`src/pcs_pkg.sv`:
```
// package: constants for the program counter and return stack unit
package pcs_pkg;
  // ************************************************************
  // widths and depths
  // ************************************************************
  localparam int PC_W        = 13;
  localparam int STACK_DEPTH = 8;
  localparam int TARGET_W    = 11;
  localparam int LATCH_W     = 5;
  localparam int ADDR_W      = 8;
  // ************************************************************
  // register byte offsets
  // ************************************************************
  localparam logic [7:0] OFF_PC_LOW   = 8'h00;
  localparam logic [7:0] OFF_PC_LATCH = 8'h04;
  localparam logic [7:0] OFF_PC_STAT  = 8'h08;
  // ************************************************************
  // field positions
  // ************************************************************
  localparam int LOW_MSB     = 7;
  localparam int HIGH_LSB    = 8;
  localparam int PAGE_BIT    = 3;
  // ************************************************************
  // reset values and interrupt vector
  // ************************************************************
  localparam logic [12:0] PC_RST    = 13'h0000;
  localparam logic [4:0]  LATCH_RST = 5'h00;
  localparam logic [2:0]  SP_RST    = 3'h0;
  localparam logic [12:0] INT_VEC   = 13'h0004;
endpackage

```
`src/pcs_top.sv`:
```
// module: program counter, high latch and circular return stack with apb access
`timescale 1ns/1ps
`default_nettype none
// Function
// - a 13-bit program counter holds the address of the next instruction to fetch.
// - the low byte of the counter is a register that software reads and writes.
// - counter bits 12 to 8 sit in a hidden high part with no direct software access.
// - software changes the hidden high part only by transfer from the high latch register.
// - an eight-entry return stack lies outside program and data space with a hidden pointer.
// - a call or an interrupt branch pushes the current counter onto the stack.
// - a return, a return with literal or a return from interrupt pops the stack into the counter.
// - pushes and pops leave the high latch register unchanged.
// - the stack is circular without overflow flag, so the ninth push replaces the first.
// - call and goto take 11 target bits, reaching anywhere inside one 2K page.
// - for call and goto the page bit 11 of the target comes from latch bit 3.
// - a return restores the whole 13-bit counter from the stack, ignoring the page bit.
module pcs_top #(
  parameter int PC_W        = pcs_pkg::PC_W,
  parameter int STACK_DEPTH = pcs_pkg::STACK_DEPTH,
  parameter int TARGET_W    = pcs_pkg::TARGET_W
) (
  input  wire logic                        MCLK,
  input  wire logic                        RST,
  input  wire logic                        PSEL,
  input  wire logic                        PENABLE,
  input  wire logic                        PWRITE,
  input  wire logic [pcs_pkg::ADDR_W-1:0]  PADDR,
  input  wire logic [31:0]                 PWDATA,
  output logic      [31:0]                 PRDATA,
  output logic                             PREADY,
  output logic                             PSLVERR,
  input  wire logic                        STEP,
  input  wire logic                        JUMP,
  input  wire logic                        CALL,
  input  wire logic [TARGET_W-1:0]         TARGET,
  input  wire logic                        INTR,
  input  wire logic                        RET,
  input  wire logic                        RET_LIT,
  input  wire logic                        RET_INT,
  output logic      [PC_W-1:0]             FETCH_ADDR
);
  localparam int SP_W = $clog2(STACK_DEPTH);

  // ************************************************************
  // state
  // ************************************************************
  logic [PC_W-1:0]              pc_q;
  logic [PC_W-1:0]              pc_d;
  logic [pcs_pkg::LATCH_W-1:0]  latch_q;
  logic [SP_W-1:0]              sp_q;
  logic [31:0]                  prdata_q;
  logic [PC_W-1:0]              stack_mem [STACK_DEPTH];

  // true when the bus address selects the given register
  function automatic logic addr_hit(input logic [pcs_pkg::ADDR_W-1:0] addr,
                                    input logic [7:0]                 off);
    return addr == off;
  endfunction

  // ************************************************************
  // apb decode
  // ************************************************************
  wire logic        access   = PSEL & PENABLE;
  wire logic        setup_rd = PSEL & ~PENABLE & ~PWRITE;
  wire logic        hit_low  = addr_hit(PADDR, pcs_pkg::OFF_PC_LOW);
  wire logic        hit_lat  = addr_hit(PADDR, pcs_pkg::OFF_PC_LATCH);
  wire logic        hit_stat = addr_hit(PADDR, pcs_pkg::OFF_PC_STAT);
  wire logic        hit_any  = hit_low | hit_lat | hit_stat;
  wire logic        wr_low   = access & PWRITE & hit_low;
  wire logic        wr_lat   = access & PWRITE & hit_lat;
  // read data is captured in the setup cycle, so the access needs no wait state
  // status offset reads zero: the hidden high part never reaches the bus
  wire logic [31:0] rd_mux   =
    hit_low  ? {24'h000000, pc_q[pcs_pkg::LOW_MSB:0]} :
    hit_lat  ? {27'h0, latch_q} :
    32'h00000000;

  // zero wait states, error only on unmapped offsets
  assign PREADY  = 1'b1;
  assign PSLVERR = access & ~hit_any;
  assign PRDATA  = prdata_q;
  assign FETCH_ADDR = pc_q;

  // ************************************************************
  // core command decode
  // ************************************************************
  // one source per edge; a losing low byte write still ends normally on the bus
  wire logic            pop      = RET | RET_LIT | RET_INT;
  wire logic            do_int   = INTR;
  wire logic            do_pop   = ~INTR & pop;
  wire logic            do_call  = ~INTR & ~pop & CALL;
  wire logic            do_jump  = ~INTR & ~pop & ~CALL & JUMP;
  wire logic            do_wlow  = ~INTR & ~pop & ~CALL & ~JUMP & wr_low;
  wire logic            do_step  = ~INTR & ~pop & ~CALL & ~JUMP & ~wr_low & STEP;
  wire logic            do_push  = do_int | do_call;
  wire logic [SP_W-1:0] sp_dec   = SP_W'(sp_q - SP_W'(1));
  wire logic [SP_W-1:0] sp_inc   = SP_W'(sp_q + SP_W'(1));
  // page bits from the latch, offset from the instruction
  wire logic [PC_W-1:0] page_tgt =
    {latch_q[4:pcs_pkg::PAGE_BIT], TARGET};
  // whole counter from the stack, latch not consulted
  wire logic [PC_W-1:0] pop_val  = stack_mem[sp_dec];
  // low byte write pulls the high part from the latch
  wire logic [PC_W-1:0] wlow_val =
    {latch_q, PWDATA[pcs_pkg::LOW_MSB:0]};

  // next program counter, one source per cycle by priority
  assign pc_d = do_int  ? pcs_pkg::INT_VEC :
                do_pop  ? pop_val :
                (do_call | do_jump) ? page_tgt :
                do_wlow ? wlow_val :
                do_step ? PC_W'(pc_q + PC_W'(1)) : pc_q;

  // ************************************************************
  // registers
  // ************************************************************
  // counter and read data
  always_ff @(posedge MCLK or posedge RST) begin
    if (RST) begin
      pc_q     <= pcs_pkg::PC_RST;
      prdata_q <= 32'h00000000;
    end else begin
      pc_q <= pc_d;
      if (setup_rd) begin
        prdata_q <= rd_mux;
      end
    end
  end

  // high latch, only software writes touch it
  always_ff @(posedge MCLK or posedge RST) begin
    if (RST) begin
      latch_q <= pcs_pkg::LATCH_RST;
    end else if (wr_lat) begin
      latch_q <= PWDATA[pcs_pkg::LATCH_W-1:0];
    end
  end

  // stack pointer wraps with no overflow indication
  // a pop of an empty stack just wraps and returns whatever entry sits there
  always_ff @(posedge MCLK or posedge RST) begin
    if (RST) begin
      sp_q <= pcs_pkg::SP_RST;
    end else if (do_push) begin
      sp_q <= sp_inc;
    end else if (do_pop) begin
      sp_q <= sp_dec;
    end
  end

  // stack storage, not mapped to any bus address
  // no reset: entries are unknown until pushed and software never sees them
  always_ff @(posedge MCLK) begin
    if (do_push) begin
      stack_mem[sp_q] <= pc_q;
    end
  end

  // ************************************************************
  // assertions
  // ************************************************************
  AST_STEP_INC: assert property (@(posedge MCLK) disable iff (RST)
    do_step |=> pc_q == PC_W'($past(pc_q) + PC_W'(1)))
    else $error("step did not advance the counter by one");

  AST_LOW_WRITE: assert property (@(posedge MCLK) disable iff (RST)
    do_wlow |=> pc_q == {$past(latch_q), $past(PWDATA[7:0])})
    else $error("low byte write did not load counter from latch");

  AST_LOW_READ: assert property (@(posedge MCLK) disable iff (RST)
    (setup_rd && hit_low) |=> PRDATA == {24'h000000, $past(pc_q[7:0])})
    else $error("low byte read returned wrong value");

  AST_HIGH_SRC: assert property (@(posedge MCLK) disable iff (RST)
    ($changed(pc_q[12:8]) && !$past(do_int | do_pop | do_call | do_jump | do_wlow))
      |-> $past(do_step) && $past(pc_q[7:0]) == 8'hff)
    else $error("hidden high part changed without a legal source");

  AST_PAGE_TGT: assert property (@(posedge MCLK) disable iff (RST)
    (do_call || do_jump) |=> pc_q == {$past(latch_q[4:3]), $past(TARGET)})
    else $error("call or goto target not paged by latch");

  AST_LATCH_KEEP: assert property (@(posedge MCLK) disable iff (RST)
    ((do_push || do_pop) && !wr_lat) |=> $stable(latch_q))
    else $error("latch moved on push or pop");

  AST_CALL_RET: assert property (@(posedge MCLK) disable iff (RST)
    (do_call ##1 do_pop) |=> pc_q == $past(pc_q, 2))
    else $error("return did not restore the pushed counter");

  AST_INT_VEC: assert property (@(posedge MCLK) disable iff (RST)
    do_int |=> pc_q == pcs_pkg::INT_VEC && sp_q == SP_W'($past(sp_q) + SP_W'(1)))
    else $error("interrupt branch did not push and vector");

  AST_WRAP: assert property (@(posedge MCLK) disable iff (RST)
    do_push [*8] |=> sp_q == $past(sp_q, 8))
    else $error("stack pointer did not wrap after eight pushes");

  AST_POP_PTR: assert property (@(posedge MCLK) disable iff (RST)
    do_pop |=> sp_q == SP_W'($past(sp_q) - SP_W'(1)) && pc_q == $past(pop_val))
    else $error("pop did not load the top entry");

  // ************************************************************
  // assertions: bus access and high latch
  // ************************************************************

  AST_HIDE_HIGH: assert property (@(posedge MCLK) disable iff (RST)
    (setup_rd && !hit_low && !hit_lat) |=> PRDATA == 32'h00000000)
    else $error("hidden high part visible on the bus");

  AST_STAT_WRITE: assert property (@(posedge MCLK) disable iff (RST)
    (access && PWRITE && !hit_low && !do_int && !do_pop && !do_call && !do_jump && !do_step)
      |=> $stable(pc_q))
    else $error("bus write outside the low byte moved the counter");

  AST_HIGH_FROM_LATCH: assert property (@(posedge MCLK) disable iff (RST)
    do_wlow |=> pc_q[PC_W-1:pcs_pkg::HIGH_LSB] == $past(latch_q))
    else $error("high part not taken from the latch");

  AST_LATCH_WRITE: assert property (@(posedge MCLK) disable iff (RST)
    wr_lat |=> latch_q == $past(PWDATA[pcs_pkg::LATCH_W-1:0]))
    else $error("latch write did not land");

  AST_LATCH_READ: assert property (@(posedge MCLK) disable iff (RST)
    (setup_rd && hit_lat) |=> PRDATA == {27'h0, $past(latch_q)})
    else $error("latch read returned wrong value");

  AST_LATCH_HOLD: assert property (@(posedge MCLK) disable iff (RST)
    !wr_lat |=> $stable(latch_q))
    else $error("latch moved without a bus write");

  AST_WLOW_KEEP_LATCH: assert property (@(posedge MCLK) disable iff (RST)
    do_wlow |=> $stable(latch_q))
    else $error("low byte write disturbed the latch");

  AST_RD_HOLD: assert property (@(posedge MCLK) disable iff (RST)
    !setup_rd |=> $stable(PRDATA))
    else $error("read data moved outside a read setup");

  AST_ERR_PHASE: assert property (@(posedge MCLK) disable iff (RST)
    PSLVERR |-> (PSEL && PENABLE))
    else $error("error flag outside an access cycle");

  AST_LOW_NOERR: assert property (@(posedge MCLK) disable iff (RST)
    (PSEL && PENABLE && hit_low) |-> !PSLVERR)
    else $error("low byte access flagged as error");

  // ************************************************************
  // assertions: stack pointer and contents
  // ************************************************************

  AST_PTR_HOLD: assert property (@(posedge MCLK) disable iff (RST)
    (!do_push && !do_pop) |=> $stable(sp_q))
    else $error("stack pointer moved without push or pop");

  AST_PUSH_DATA: assert property (@(posedge MCLK) disable iff (RST)
    do_push |=> stack_mem[sp_dec] == $past(pc_q))
    else $error("push did not store the counter");

  AST_CALL_PTR: assert property (@(posedge MCLK) disable iff (RST)
    do_call |=> sp_q == SP_W'($past(sp_q) + SP_W'(1)))
    else $error("call did not push");

  AST_JUMP_NOPUSH: assert property (@(posedge MCLK) disable iff (RST)
    do_jump |=> $stable(sp_q))
    else $error("goto touched the stack");

  AST_RET_PLAIN: assert property (@(posedge MCLK) disable iff (RST)
    (RET && !INTR) |=> sp_q == SP_W'($past(sp_q) - SP_W'(1)))
    else $error("return did not pop");

  AST_RET_LIT: assert property (@(posedge MCLK) disable iff (RST)
    (RET_LIT && !INTR) |=> sp_q == SP_W'($past(sp_q) - SP_W'(1)))
    else $error("return with literal did not pop");

  AST_RET_INT: assert property (@(posedge MCLK) disable iff (RST)
    (RET_INT && !INTR) |=> sp_q == SP_W'($past(sp_q) - SP_W'(1)))
    else $error("return from interrupt did not pop");

  AST_SP_WRAP_UP: assert property (@(posedge MCLK) disable iff (RST)
    (do_push && sp_q == SP_W'(STACK_DEPTH - 1)) |=> sp_q == {SP_W{1'b0}})
    else $error("push at the top did not wrap");

  AST_SP_WRAP_DOWN: assert property (@(posedge MCLK) disable iff (RST)
    (do_pop && sp_q == {SP_W{1'b0}}) |=> sp_q == SP_W'(STACK_DEPTH - 1))
    else $error("pop at the bottom did not wrap");

  // ************************************************************
  // assertions: counter sources
  // ************************************************************

  AST_IDLE_HOLD: assert property (@(posedge MCLK) disable iff (RST)
    (!do_int && !do_pop && !do_call && !do_jump && !do_wlow && !do_step) |=> $stable(pc_q))
    else $error("counter moved with no command");

  AST_PAGE_LOW: assert property (@(posedge MCLK) disable iff (RST)
    (do_call || do_jump) |=> pc_q[TARGET_W-1:0] == $past(TARGET))
    else $error("target offset not taken from the instruction");

  AST_PAGE_BIT: assert property (@(posedge MCLK) disable iff (RST)
    (do_call || do_jump) |=> pc_q[TARGET_W] == $past(latch_q[pcs_pkg::PAGE_BIT]))
    else $error("page bit not taken from the latch");

endmodule
`default_nettype wire

```
`config.mk`:
```
export PLATFORM = sky130hd
export DESIGN_NAME = pcs_top
export DESIGN_NICKNAME = d
export VERILOG_FILES = /design/src/pcs_pkg.sv /design/src/pcs_top.sv
export SDC_FILE = /design/constraint.sdc
export NUM_CORES = 1
export LEC_CHECK = 0
export BUFFER_PORTS_ARGS = -buffer_cell sky130_fd_sc_hd__buf_2
export CAP_MARGIN = 20
export CORE_MARGIN = 5
export CORE_UTILIZATION = 58
export CTS_BUF_LIST = sky130_fd_sc_hd__clkbuf_4
export CTS_CLUSTER_DIAMETER = 30
export DETAILED_ROUTE_END_ITERATION = 12
export PLACE_DENSITY = 0.83
export SLEW_MARGIN = 0
export SYNTH_ARGS = -nofsm -noshare
export SYNTH_HDL_FRONTEND = slang
export SYNTH_SLANG_ARGS = --single-unit
```
`constraint.sdc`:
```
create_clock -name MCLK -period 3.56 [get_ports MCLK]
set_input_delay 0.178 -clock MCLK [delete_from_list [all_inputs] [get_ports MCLK]]
set_output_delay 0.178 -clock MCLK [all_outputs]
set_load 0.05 [all_outputs]
```
==> impl_metrics.tcl, run 1 <==
set metrics [dict create \
    peakVddDrop_mv 0.393 \
    synthArstFlopShare_pct 21.8 \
    num_rows 37 \
    yosys-top-cells-count "edfxtp_1 (104), dfrtp_1 (29), nand2_1 (28)" \
    finalHoldViolCount 0 \
    hpwl_mm 9.50 \
    maxSlewViolCount 0 \
    path_cells "dlygate4sd3_1 > buf_2 > nor4_1 > nand2_1 > nor3_2 > nor2_1 > a32o_1" \
    die-area_sq_um 12500 \
    period_minus_slack_ns 2.69 \
    synth_edf_count 104 \
    crit_family "simple AND/OR/NAND/NOR gates" \
    htreeDepth 4 \
    endpoint_kind "flop" \
    post-route-util_pct 67.0 \
    cp.arrival_ns 3.13 \
    period_share_pct 75.5 \
    cts_sinks 133 \
    io_buffers 60 \
    start_util_pct 58.8 \
    setup-tns-final_ns 0 \
    grt.total_usage_pct 24.0 \
    fmax_mhz 372 \
    finalWorstSetupSlack_ns 0.873 \
    wl_per_cell_um 21.9 \
    gp_congestion 0.911 \
    worstPathMaxFanout 12 \
    start_kind "primary input" \
    grt_pass1_vias 4138 \
    yosysUniqueCellTypes 48 \
    drt-pass1-iter-count 5 \
    rsz0062_at_grt "no" \
    wl_mm 14.3 \
    synth_cells 411 \
    cts_resized 0 \
    nets 566 \
    grt_overflow 0 \
    synth_area_sq_um 5990 \
    cts_hold_buf 10 \
    num_vias 4018 \
    die_h_um 112 \
    pin_count 110 \
    synth.area.top_cells "edfxtp_1 (52%), dfrtp_1 (12%), mux4_2 (9.8%), buf_4 (3.1%), a21oi_1 (2.1%)" \
    cts_tree "done" \
    antenna_found_initial 1 \
    yosysTopAreaCell "edfxtp_1" \
    drive_gt1_share_pct 29.0 \
    drc_errors 0 \
    yosysMostFrequentCell "edfxtp_1" \
    skew_ns 0.0120 \
    root_buffer "clkbuf_4" \
    cts_buffers 17 \
    syn_avg_cell_area_sq_um 14.6 \
    setup_viol 0 \
    clk_latency_ns 0.55 \
    p_leak_uw 0.00255 \
    grt_max_degree 30 \
    synth_top_area_share_pct 52.1 \
    yosysSeqAreaShare_pct 64.2 \
    slew_headroom_pct 41.6 \
    core_area_sq_um 10200 \
    hold_ws_ns 0.0171 \
    slowest_delay_ns 0.69 \
    drt-initial-drc-count 398 \
    setup.worst_path.class "primary input to flop" \
    grt_pass1_wl_mm 22.6 \
    hold_class "primary input to flop" \
    cp.required_ns 4.01 \
    max_cap_viol_count 0 \
    yosys_warnings 0 \
    status "completed" \
    ys.flop_type "edfxtp_1" \
    power.density_nw_per_um2 810 \
    timing_worst_slew_pin_value_ns 0.870 \
    dpl_worst_slack_ns 1.03 \
    worst_path_max_delay_cell "nor3_2" \
    clockBufferDepth 2 \
    drt-vias-per-instance 6.18 \
    syn_to_final_growth_pct 13.9 \
    die_w_um 112 \
    ys_seq_elements 133 \
    post-cts-setup-buffers 0 \
    clkTransAtPathRegs_ns 0.11 \
    crit_buf_inv 2 \
    ant_nets 0 \
    power_uw 5520 \
]
layout by cell type (no fill, tap or decap), types with 6 or more instances in the layout:
cell type,instances
dfrtp_1,28
conb_1,25
nor3_1,6
a22oi_1,7
inv_1,7
a21oi_1,25
edfxtp_1,104
nand3_1,10
clkbuf_4,20
o31ai_1,10
buf_4,18
mux4_2,26
o21ai_0,12
xnor2_1,8
buf_2,60
nor2_1,22
dlygate4sd3_1,10
nand2_1,28
layout make-up:
type	instances	area, sq um
multi-input combinational	253	1960
clock buffer	20	150
antenna	1	2.50
clock inverter	12	131
inverter	7	26.3
timing repair buffer	88	536
sequential	133	3850
fill	759	3360
tap	136	170
metrics by stage:
| stage | area [sq um] | cells |
|---|---|---|
| 3_5_place_dp | 6440 | 607 |
| 3_3_place_gp | 6440 | 607 |
| 2_1_floorplan | 6080 | 434 |
| 5_1_grt | 6820 | 650 |
| 6_report | 6820 | 650 |
| 4_1_cts | 6820 | 649 |
where the power goes:
part / total [uW] / switching, uW / leakage (uW) / internal, uW
registers: 2460 / 341 / 0.00133 / 2120
logic: 2080 / 1240 / 0.00107 / 833
clock network: 985 / 546 / 0.000149 / 439
total: 5520 / 2130 / 0.00255 / 3390
sequential cells by signal, indices dropped and copies added, names as in the netlist:
signal / cells
stack_mem: 104
PRDATA: 8
FETCH_ADDR: 13
latch_q: 5
sp_q: 3
final timing paths:
| kind | startpoint | end | slack [ns] | cells past startpoint |
|---|---|---|---|---|
| hold reg to reg | PRDATA[6] | PRDATA[6] | 0.56 | 2 |
| setup / recovery | INTR | FETCH_ADDR[3] | 0.87 | 7 |
| min in group asynchronous | RST | PRDATA[7] | 0.23 | 4 |
| hold / removal | TARGET[10] | FETCH_ADDR[10] | 0.02 | 3 |
| setup reg to reg | sp_q[1] | FETCH_ADDR[4] | 1.26 | 6 |
| max in group asynchronous | RST | sp_q[0] | 3.01 | 4 |
worst register-to-register path, delay by kind of cell (launching register included):
| family | cells | cell delay (ns) |
|---|---|---|
| buffers and inverters | 1 | 0.13 |
| DFF | 1 | 0.51 |
| adders and majority gates | 1 | 0.25 |
| xor gates and xnor gates | 1 | 0.44 |
| AOI/OAI and AO/OA | 2 | 0.56 |
| and+or+nand+nor | 1 | 0.32 |
metal layers:
metal	wire length [um]	GRT usage [%]	vias to the layer above
met5	0	0	-
met4	401	9.25	0
met3	1270	6.79	32
met2	7010	38.0	268
met1	5580	31.8	1960
li1	-	-	1758
cells by family (layout without fill, tap and decap cells):
group / Yosys count / in the layout / share of synthesized area [%]
flops: 133 / 133 / 64.2
simple gates: 94 / 94 / 8.02
compound gates: 88 / 88 / 9.75
buf+inv: 48 / 127 / 4.72
mux: 34 / 34 / 11.2
xor+xnor: 9 / 9 / 1.32
fa+ha+maj: 3 / 3 / 0.627
other cells: 2 / 26 / 0.125
No activity file was read; power rests on OpenSTA's default activity.
==> run 2, diff against run 1 <==
Clock period 3.56 ns to 2.5 ns, I/O delays scaled along.
==> run 2 against run 1 <==
- clock skew rose by 0.0042 ns
- register-to-register slack got worse by 0.93 ns
- sequential cell count stayed put
- wire length is 2.0% lower
- count of clock-buffer cells in the layout down 3
- utilization rose by 2.2 points
- critical path type is now flop to flop
- highest routed layer unchanged
==> impl_metrics.tcl, run 2 (synthesized netlist as in run 1, its figures left out) <==
set metrics [dict create \
    grt_max_degree 29 \
    grt_pass1_vias 4038 \
    seqCellArea_sq_um 3850 \
    htreeDepth 4 \
    layout_common_cells "edfxtp_1 (104), buf_2 (60), dfrtp_1 (28), nand2_1 (28)" \
    crit_path_end "FETCH_ADDR[2]" \
    cp.arrival_ns 2.60 \
    drt-vias-per-instance 6.04 \
    worstPathMaxFanout 28 \
    syn_to_final_growth_pct 17.6 \
    slowest_delay_ns 0.51 \
    cp.required_ns 2.93 \
    start_kind "flop" \
    fmax_mhz 461 \
    io_buffers 60 \
    num_vias 4044 \
    die_h_um 112 \
    cts_hold_buf 19 \
    period_share_pct 86.8 \
    rsz0062_at_grt "no" \
    p_sw_uw 3080 \
    startpoint "sp_q[1]" \
    peakVddDrop_mv 0.631 \
    crit_family "flip-flops" \
    clk_latency_ns 0.54 \
    drt-initial-drc-count 356 \
    die-area_sq_um 12500 \
    setup-tns-final_ns 0 \
    gp_congestion 0.861 \
    timing_worst_slew_pin_value_ns 0.862 \
    final_cells 670 \
    num_rows 37 \
    rr_worst_depth 7 \
    crit_buf_inv 2 \
    slew_headroom_pct 42.1 \
    sw_frac_of_total_pct 38.5 \
    grt_pass1_wl_mm 21.8 \
    status "completed" \
    clkTransAtPathRegs_ns 0.13 \
    drive_gt1_share_pct 30.4 \
    maxSlewViolCount 0 \
    start_util_pct 58.8 \
    p_leak_uw 0.00267 \
    path_cells "inv_1 > ha_1 > buf_12 > mux4_2 > mux2i_1 > o21ai_0 > o31a_1" \
    sequentialPowerShare_pct 42.7 \
    pin_count 110 \
    hpwl_mm 9.62 \
    power.density_nw_per_um2 1140 \
    cts_sinks 133 \
    endpoint_kind "flop" \
    wl_mm 14.0 \
    finalWorstSetupSlack_ns 0.329 \
    antenna_found_initial 0 \
    core_area_sq_um 10200 \
    die_w_um 112 \
    r2r_slack_ns 0.33 \
    worst_path_max_delay_cell "dfrtp_1" \
    worst-path-stages 7 \
    cts_buffers 17 \
    r2r_end "FETCH_ADDR[2]" \
    setup_viol 0 \
    hold_ws_ns 0.0461 \
    grt.total_usage_pct 22.9 \
    drt-pass1-iter-count 5 \
    power_frac_comb_pct 39.0 \
    dp_cells 617 \
    max_cap_viol_count 0 \
    fin_area_sq_um 7050 \
    root_buffer "clkbuf_4" \
    mostFrequentLayoutCell "edfxtp_1" \
    nets 586 \
    skew_ns 0.0162 \
    drc_errors 0 \
    cts_tree "done" \
    setup.worst_path.class "flop to flop" \
    intPower_uw 4920 \
    hold_class "primary input to flop" \
    r2r-start "sp_q[1]" \
    wl_per_cell_um 20.9 \
    fill_cells 717 \
    largest_reg_flops 104 \
    clockBufferDepth 2 \
    multi_input_area_sq_um 1960 \
    cts_resized 0 \
    grt_overflow 0 \
    ant_nets 0 \
    p_clk_share_pct 18.3 \
    post-cts-setup-buffers 0 \
    finalHoldViolCount 0 \
    top_register "stack_mem" \
    placed_area_sq_um 6550 \
    dpl_worst_slack_ns 0.118 \
    period_minus_slack_ns 2.17 \
]
## run 2: cell types whose count changed in the layout (fill, tap and decap cells not counted), moves of 2 or more
cell | previous run | this run
buf_4 | 18 | 26
clkbuf_4 | 20 | 17
clkinv_1 | 2 | 0
clkinv_4 | 4 | 2
dlygate4sd3_1 | 10 | 19
inv_6 | 1 | 5
inv_8 | 0 | 2
## run 2: worst min-delay path by stage
| stage | endpoint | start | slack (ns) | depth (start not counted) |
|---|---|---|---|---|
| 5_1_grt | sp_q[0] | RET_INT | 0.03 | 4 |
| 3_5_place_dp | PRDATA[6] | RST | 0.22 | 2 |
| 3_3_place_gp | latch_q[1] | PWDATA[1] | 0.38 | 2 |
| 6_report | sp_q[0] | RET_INT | 0.05 | 4 |
| 2_1_floorplan | FETCH_ADDR[0] | RST | 0.20 | 1 |
| 4_1_cts | sp_q[0] | RET_INT | 0.005 | 4 |
## run 2: routing by layer
layer,up-vias,routed length (um),GRT usage (%),part of all wire [%]
met5,-,0,0,0
met4,0,344,9.49,2.5
met3,40,1310,5.27,9.4
met2,237,6830,36.7,49
met1,1979,5510,30.5,39
li1,1788,-,-,-
## run 2: layout make-up
cell class | count | share of cell area [%]
sequential | 133 | 54.6
multi-input combinational | 253 | 27.8
timing repair buffer | 108 | 10.6
tap | 136 | 2.41
clock inverter | 15 | 2.40
clock buffer | 17 | 1.81
inverter | 7 | 0.373
antenna | 1 | 0.0355
## run 2: tightest hold or removal path, cell delays in order
cell     delay [ns]
buf_2          0.13
or4_4          0.16
nor2_1         0.05
xnor2_1        0.11
## run 2: per-stage QoR
step           power (uW)  util [%]
6_report             8000      69.2
5_1_grt              8370      69.2
4_1_cts              8030      69.1
3_5_place_dp         6540      64.3
3_3_place_gp         6400      64.0
2_1_floorplan        5550         -
## run 2: power groups by stage
stage,sequential (uW),combinational (uW),clock [uW]
after CTS,3410,3120,1490
final,3420,3120,1460
after global routing,3480,3310,1590
after floorplan,3660,1880,0
after detailed placement,3460,3080,0
after global placement,3410,2990,0
==> run 3, diff against run 2 <==
Settings changed: CORE_UTILIZATION 58 to 62, PLACE_DENSITY 0.83 to 0.88.
Clock period 2.5 ns to 2.8 ns, I/O delays scaled along.
==> run 3 against run 2 <==
- setup slack improved by 0.11 ns
- clock power shrank 16%
- wire length down 0.53%
- sequential power shrank 9.1%
- largest cell class unchanged
- largest power group unchanged
==> impl_metrics.tcl, run 3 (synthesized netlist as in run 1, its figures left out) <==
set metrics [dict create \
    fill_cells 568 \
    timing_worst_slew_pin_value_ns 0.844 \
    sw_frac_of_total_pct 39.3 \
    rsz0062_at_grt "no" \
    setup-tns-final_ns 0 \
    drc_errors 0 \
    max_cap_viol_count 0 \
    seqCellArea_sq_um 3850 \
    drive_gt1_share_pct 29.4 \
    endpoint_kind "flop" \
    pin_count 110 \
    slew_headroom_pct 43.3 \
    top_register "stack_mem" \
    drt-initial-drc-count 451 \
    path_cells "inv_1 > ha_1 > buf_4 > mux4_2 > nand2_1 > a21oi_1 > a221oi_1 > o31ai_1" \
    period_minus_slack_ns 2.36 \
    p_clk_share_pct 17.4 \
    crit_buf_inv 2 \
    crit_family "flip-flops" \
    p_leak_uw 0.00257 \
    io_buffers 60 \
    setup.worst_path.class "flop to flop" \
    power_frac_comb_pct 38.5 \
    startpoint "sp_q[1]" \
    fin_area_sq_um 6880 \
    skew_ns 0.0129 \
    clockBufferDepth 2 \
    num_rows 35 \
    hold_class "primary input to flop" \
    grt_overflow 0 \
    die_w_um 108 \
    power_uw 7050 \
    p_sw_uw 2770 \
    grt.total_usage_pct 25.3 \
    peakVddDrop_mv 0.541 \
    wl_per_cell_um 21.4 \
    die-area_sq_um 11700 \
    maxSlewViolCount 0 \
    r2r-start "sp_q[1]" \
    multi_input_area_sq_um 1960 \
    clk_latency_ns 0.54 \
    layout_common_cells "edfxtp_1 (104), buf_2 (60), dfrtp_1 (28), nand2_1 (28), mux4_2 (26)" \
    setup_viol 0 \
    root_buffer "clkbuf_4" \
    cts_resized 0 \
    period_share_pct 84.3 \
    cts_buffers 17 \
    mostFrequentLayoutCell "edfxtp_1" \
    largest_reg_flops 104 \
    syn_to_final_growth_pct 14.8 \
    min_from "TARGET[6]" \
    cp.arrival_ns 2.77 \
    intPower_uw 4280 \
    antennaDiodeCount 0 \
    grt_max_degree 30 \
    clkTransAtPathRegs_ns 0.12 \
    start_kind "flop" \
    worstPathMaxFanout 7 \
    status "completed" \
    cts_sinks 133 \
    drt-pass1-iter-count 5 \
    sequentialPowerShare_pct 44.1 \
    ant_nets 0 \
    start_util_pct 64.2 \
    core_area_sq_um 9330 \
    placed_area_sq_um 6460 \
    slowest_delay_ns 0.52 \
    drt-vias-per-instance 6.32 \
    gp_congestion 0.929 \
    antenna_found_initial 1 \
    grt_pass1_vias 4008 \
    post-route-util_pct 73.7 \
    finalHoldViolCount 0 \
    hpwl_mm 9.57 \
    wl_mm 13.9 \
    worst_path_max_delay_cell "dfrtp_1" \
    nets 573 \
    fmax_mhz 423 \
    cts_tree "done" \
    num_vias 4101 \
    htreeDepth 4 \
    power.density_nw_per_um2 1030 \
    grt_pass1_wl_mm 21.9 \
    die_h_um 108 \
    cp.required_ns 3.21 \
]
-- run 3: changes by cell type in the layout (fill, tap and decap cells not counted) --
| cell | change |
|---|---|
| buf_4 | -6 |
| buf_16 | -1 |
| bufinv_16 | -1 |
| inv_6 | +1 |
| clkinv_2 | -2 |
| clkinvlp_4 | +3 |
| diode_2 | -1 |
| clkinv_1 | +1 |
| dlygate4sd3_1 | -5 |
| clkinv_4 | -2 |
| buf_6 | -1 |
-- run 3: cell type report --
class	count	share of cell area, %
clock buffers	17	1.86
repair buffers	95	8.88
multi-input cells	253	28.4
clock inverters	15	2.13
inverters	7	0.382
flip-flops and latches	133	56.0
well taps	129	2.35
-- run 3: path summary, 6_finish.rpt --
| path | end | slack (ns) | depth (start not counted) |
|---|---|---|---|
| min in group asynchronous | PRDATA[1] | 0.21 | 4 |
| worst min register to register | latch_q[2] | 0.55 | 1 |
| max in group asynchronous | sp_q[0] | 2.28 | 4 |
| worst min-delay path | FETCH_ADDR[6] | 0.03 | 4 |
| worst max-delay path | FETCH_ADDR[9] | 0.44 | 8 |
| worst max register to register | FETCH_ADDR[9] | 0.44 | 8 |
-- run 3: worst register-to-register path: cells and delay by family (launching register included) --
kind                     cells  cell delay (ns)
flip-flops                   1             0.52
adder cells (fa/ha/maj)      1             0.52
AO/OA/AOI/OAI                3             0.45
buffers and inverters        2             0.34
multiplexers                 1             0.30
AND/OR/NAND/NOR              1             0.10
-- run 3: power by group through the flow --
stage | clock network [uW] | logic (uW) | registers (uW)
final | 1230 | 2710 | 3110
after detailed placement | 0 | 2670 | 3140
after CTS | 1240 | 2710 | 3100
after floorplan | 0 | 1670 | 3270
after global routing | 1340 | 2900 | 3160
after global placement | 0 | 2620 | 3090
-- run 3: layer usage --
metal  up-vias  wire length, um  track usage (%)  share of wire (%)
met2       307             6710             40.4                 48
met4         2              374             8.30                2.7
met5         -               12                0              0.086
li1       1762                -                -                  -
met3        41             1590             7.10                 11
met1      1989             5220             34.1                 38
-- run 3: metrics by stage --
| step | cells | worst slack (ns) | hold WS [ns] |
|---|---|---|---|
| after floorplan | 434 | 0.0847 | 0.218 |
| after global placement | 603 | 0.555 | 0.225 |
| after detailed placement | 603 | 0.475 | 0.234 |
| after CTS | 649 | 0.460 | 0.0000893 |
| after global routing | 649 | 0.317 | 0.0358 |
| final | 649 | 0.439 | 0.0261 |
-- run 3: timing repair --
| item | CTS | global route |
|---|---|---|
| hold buffers | 14 | 0 |
| endpoints found under the setup margin | 0 | 0 |
| setup buffers | 0 | 0 |
| endpoints found under the hold margin | 43 | 0 |
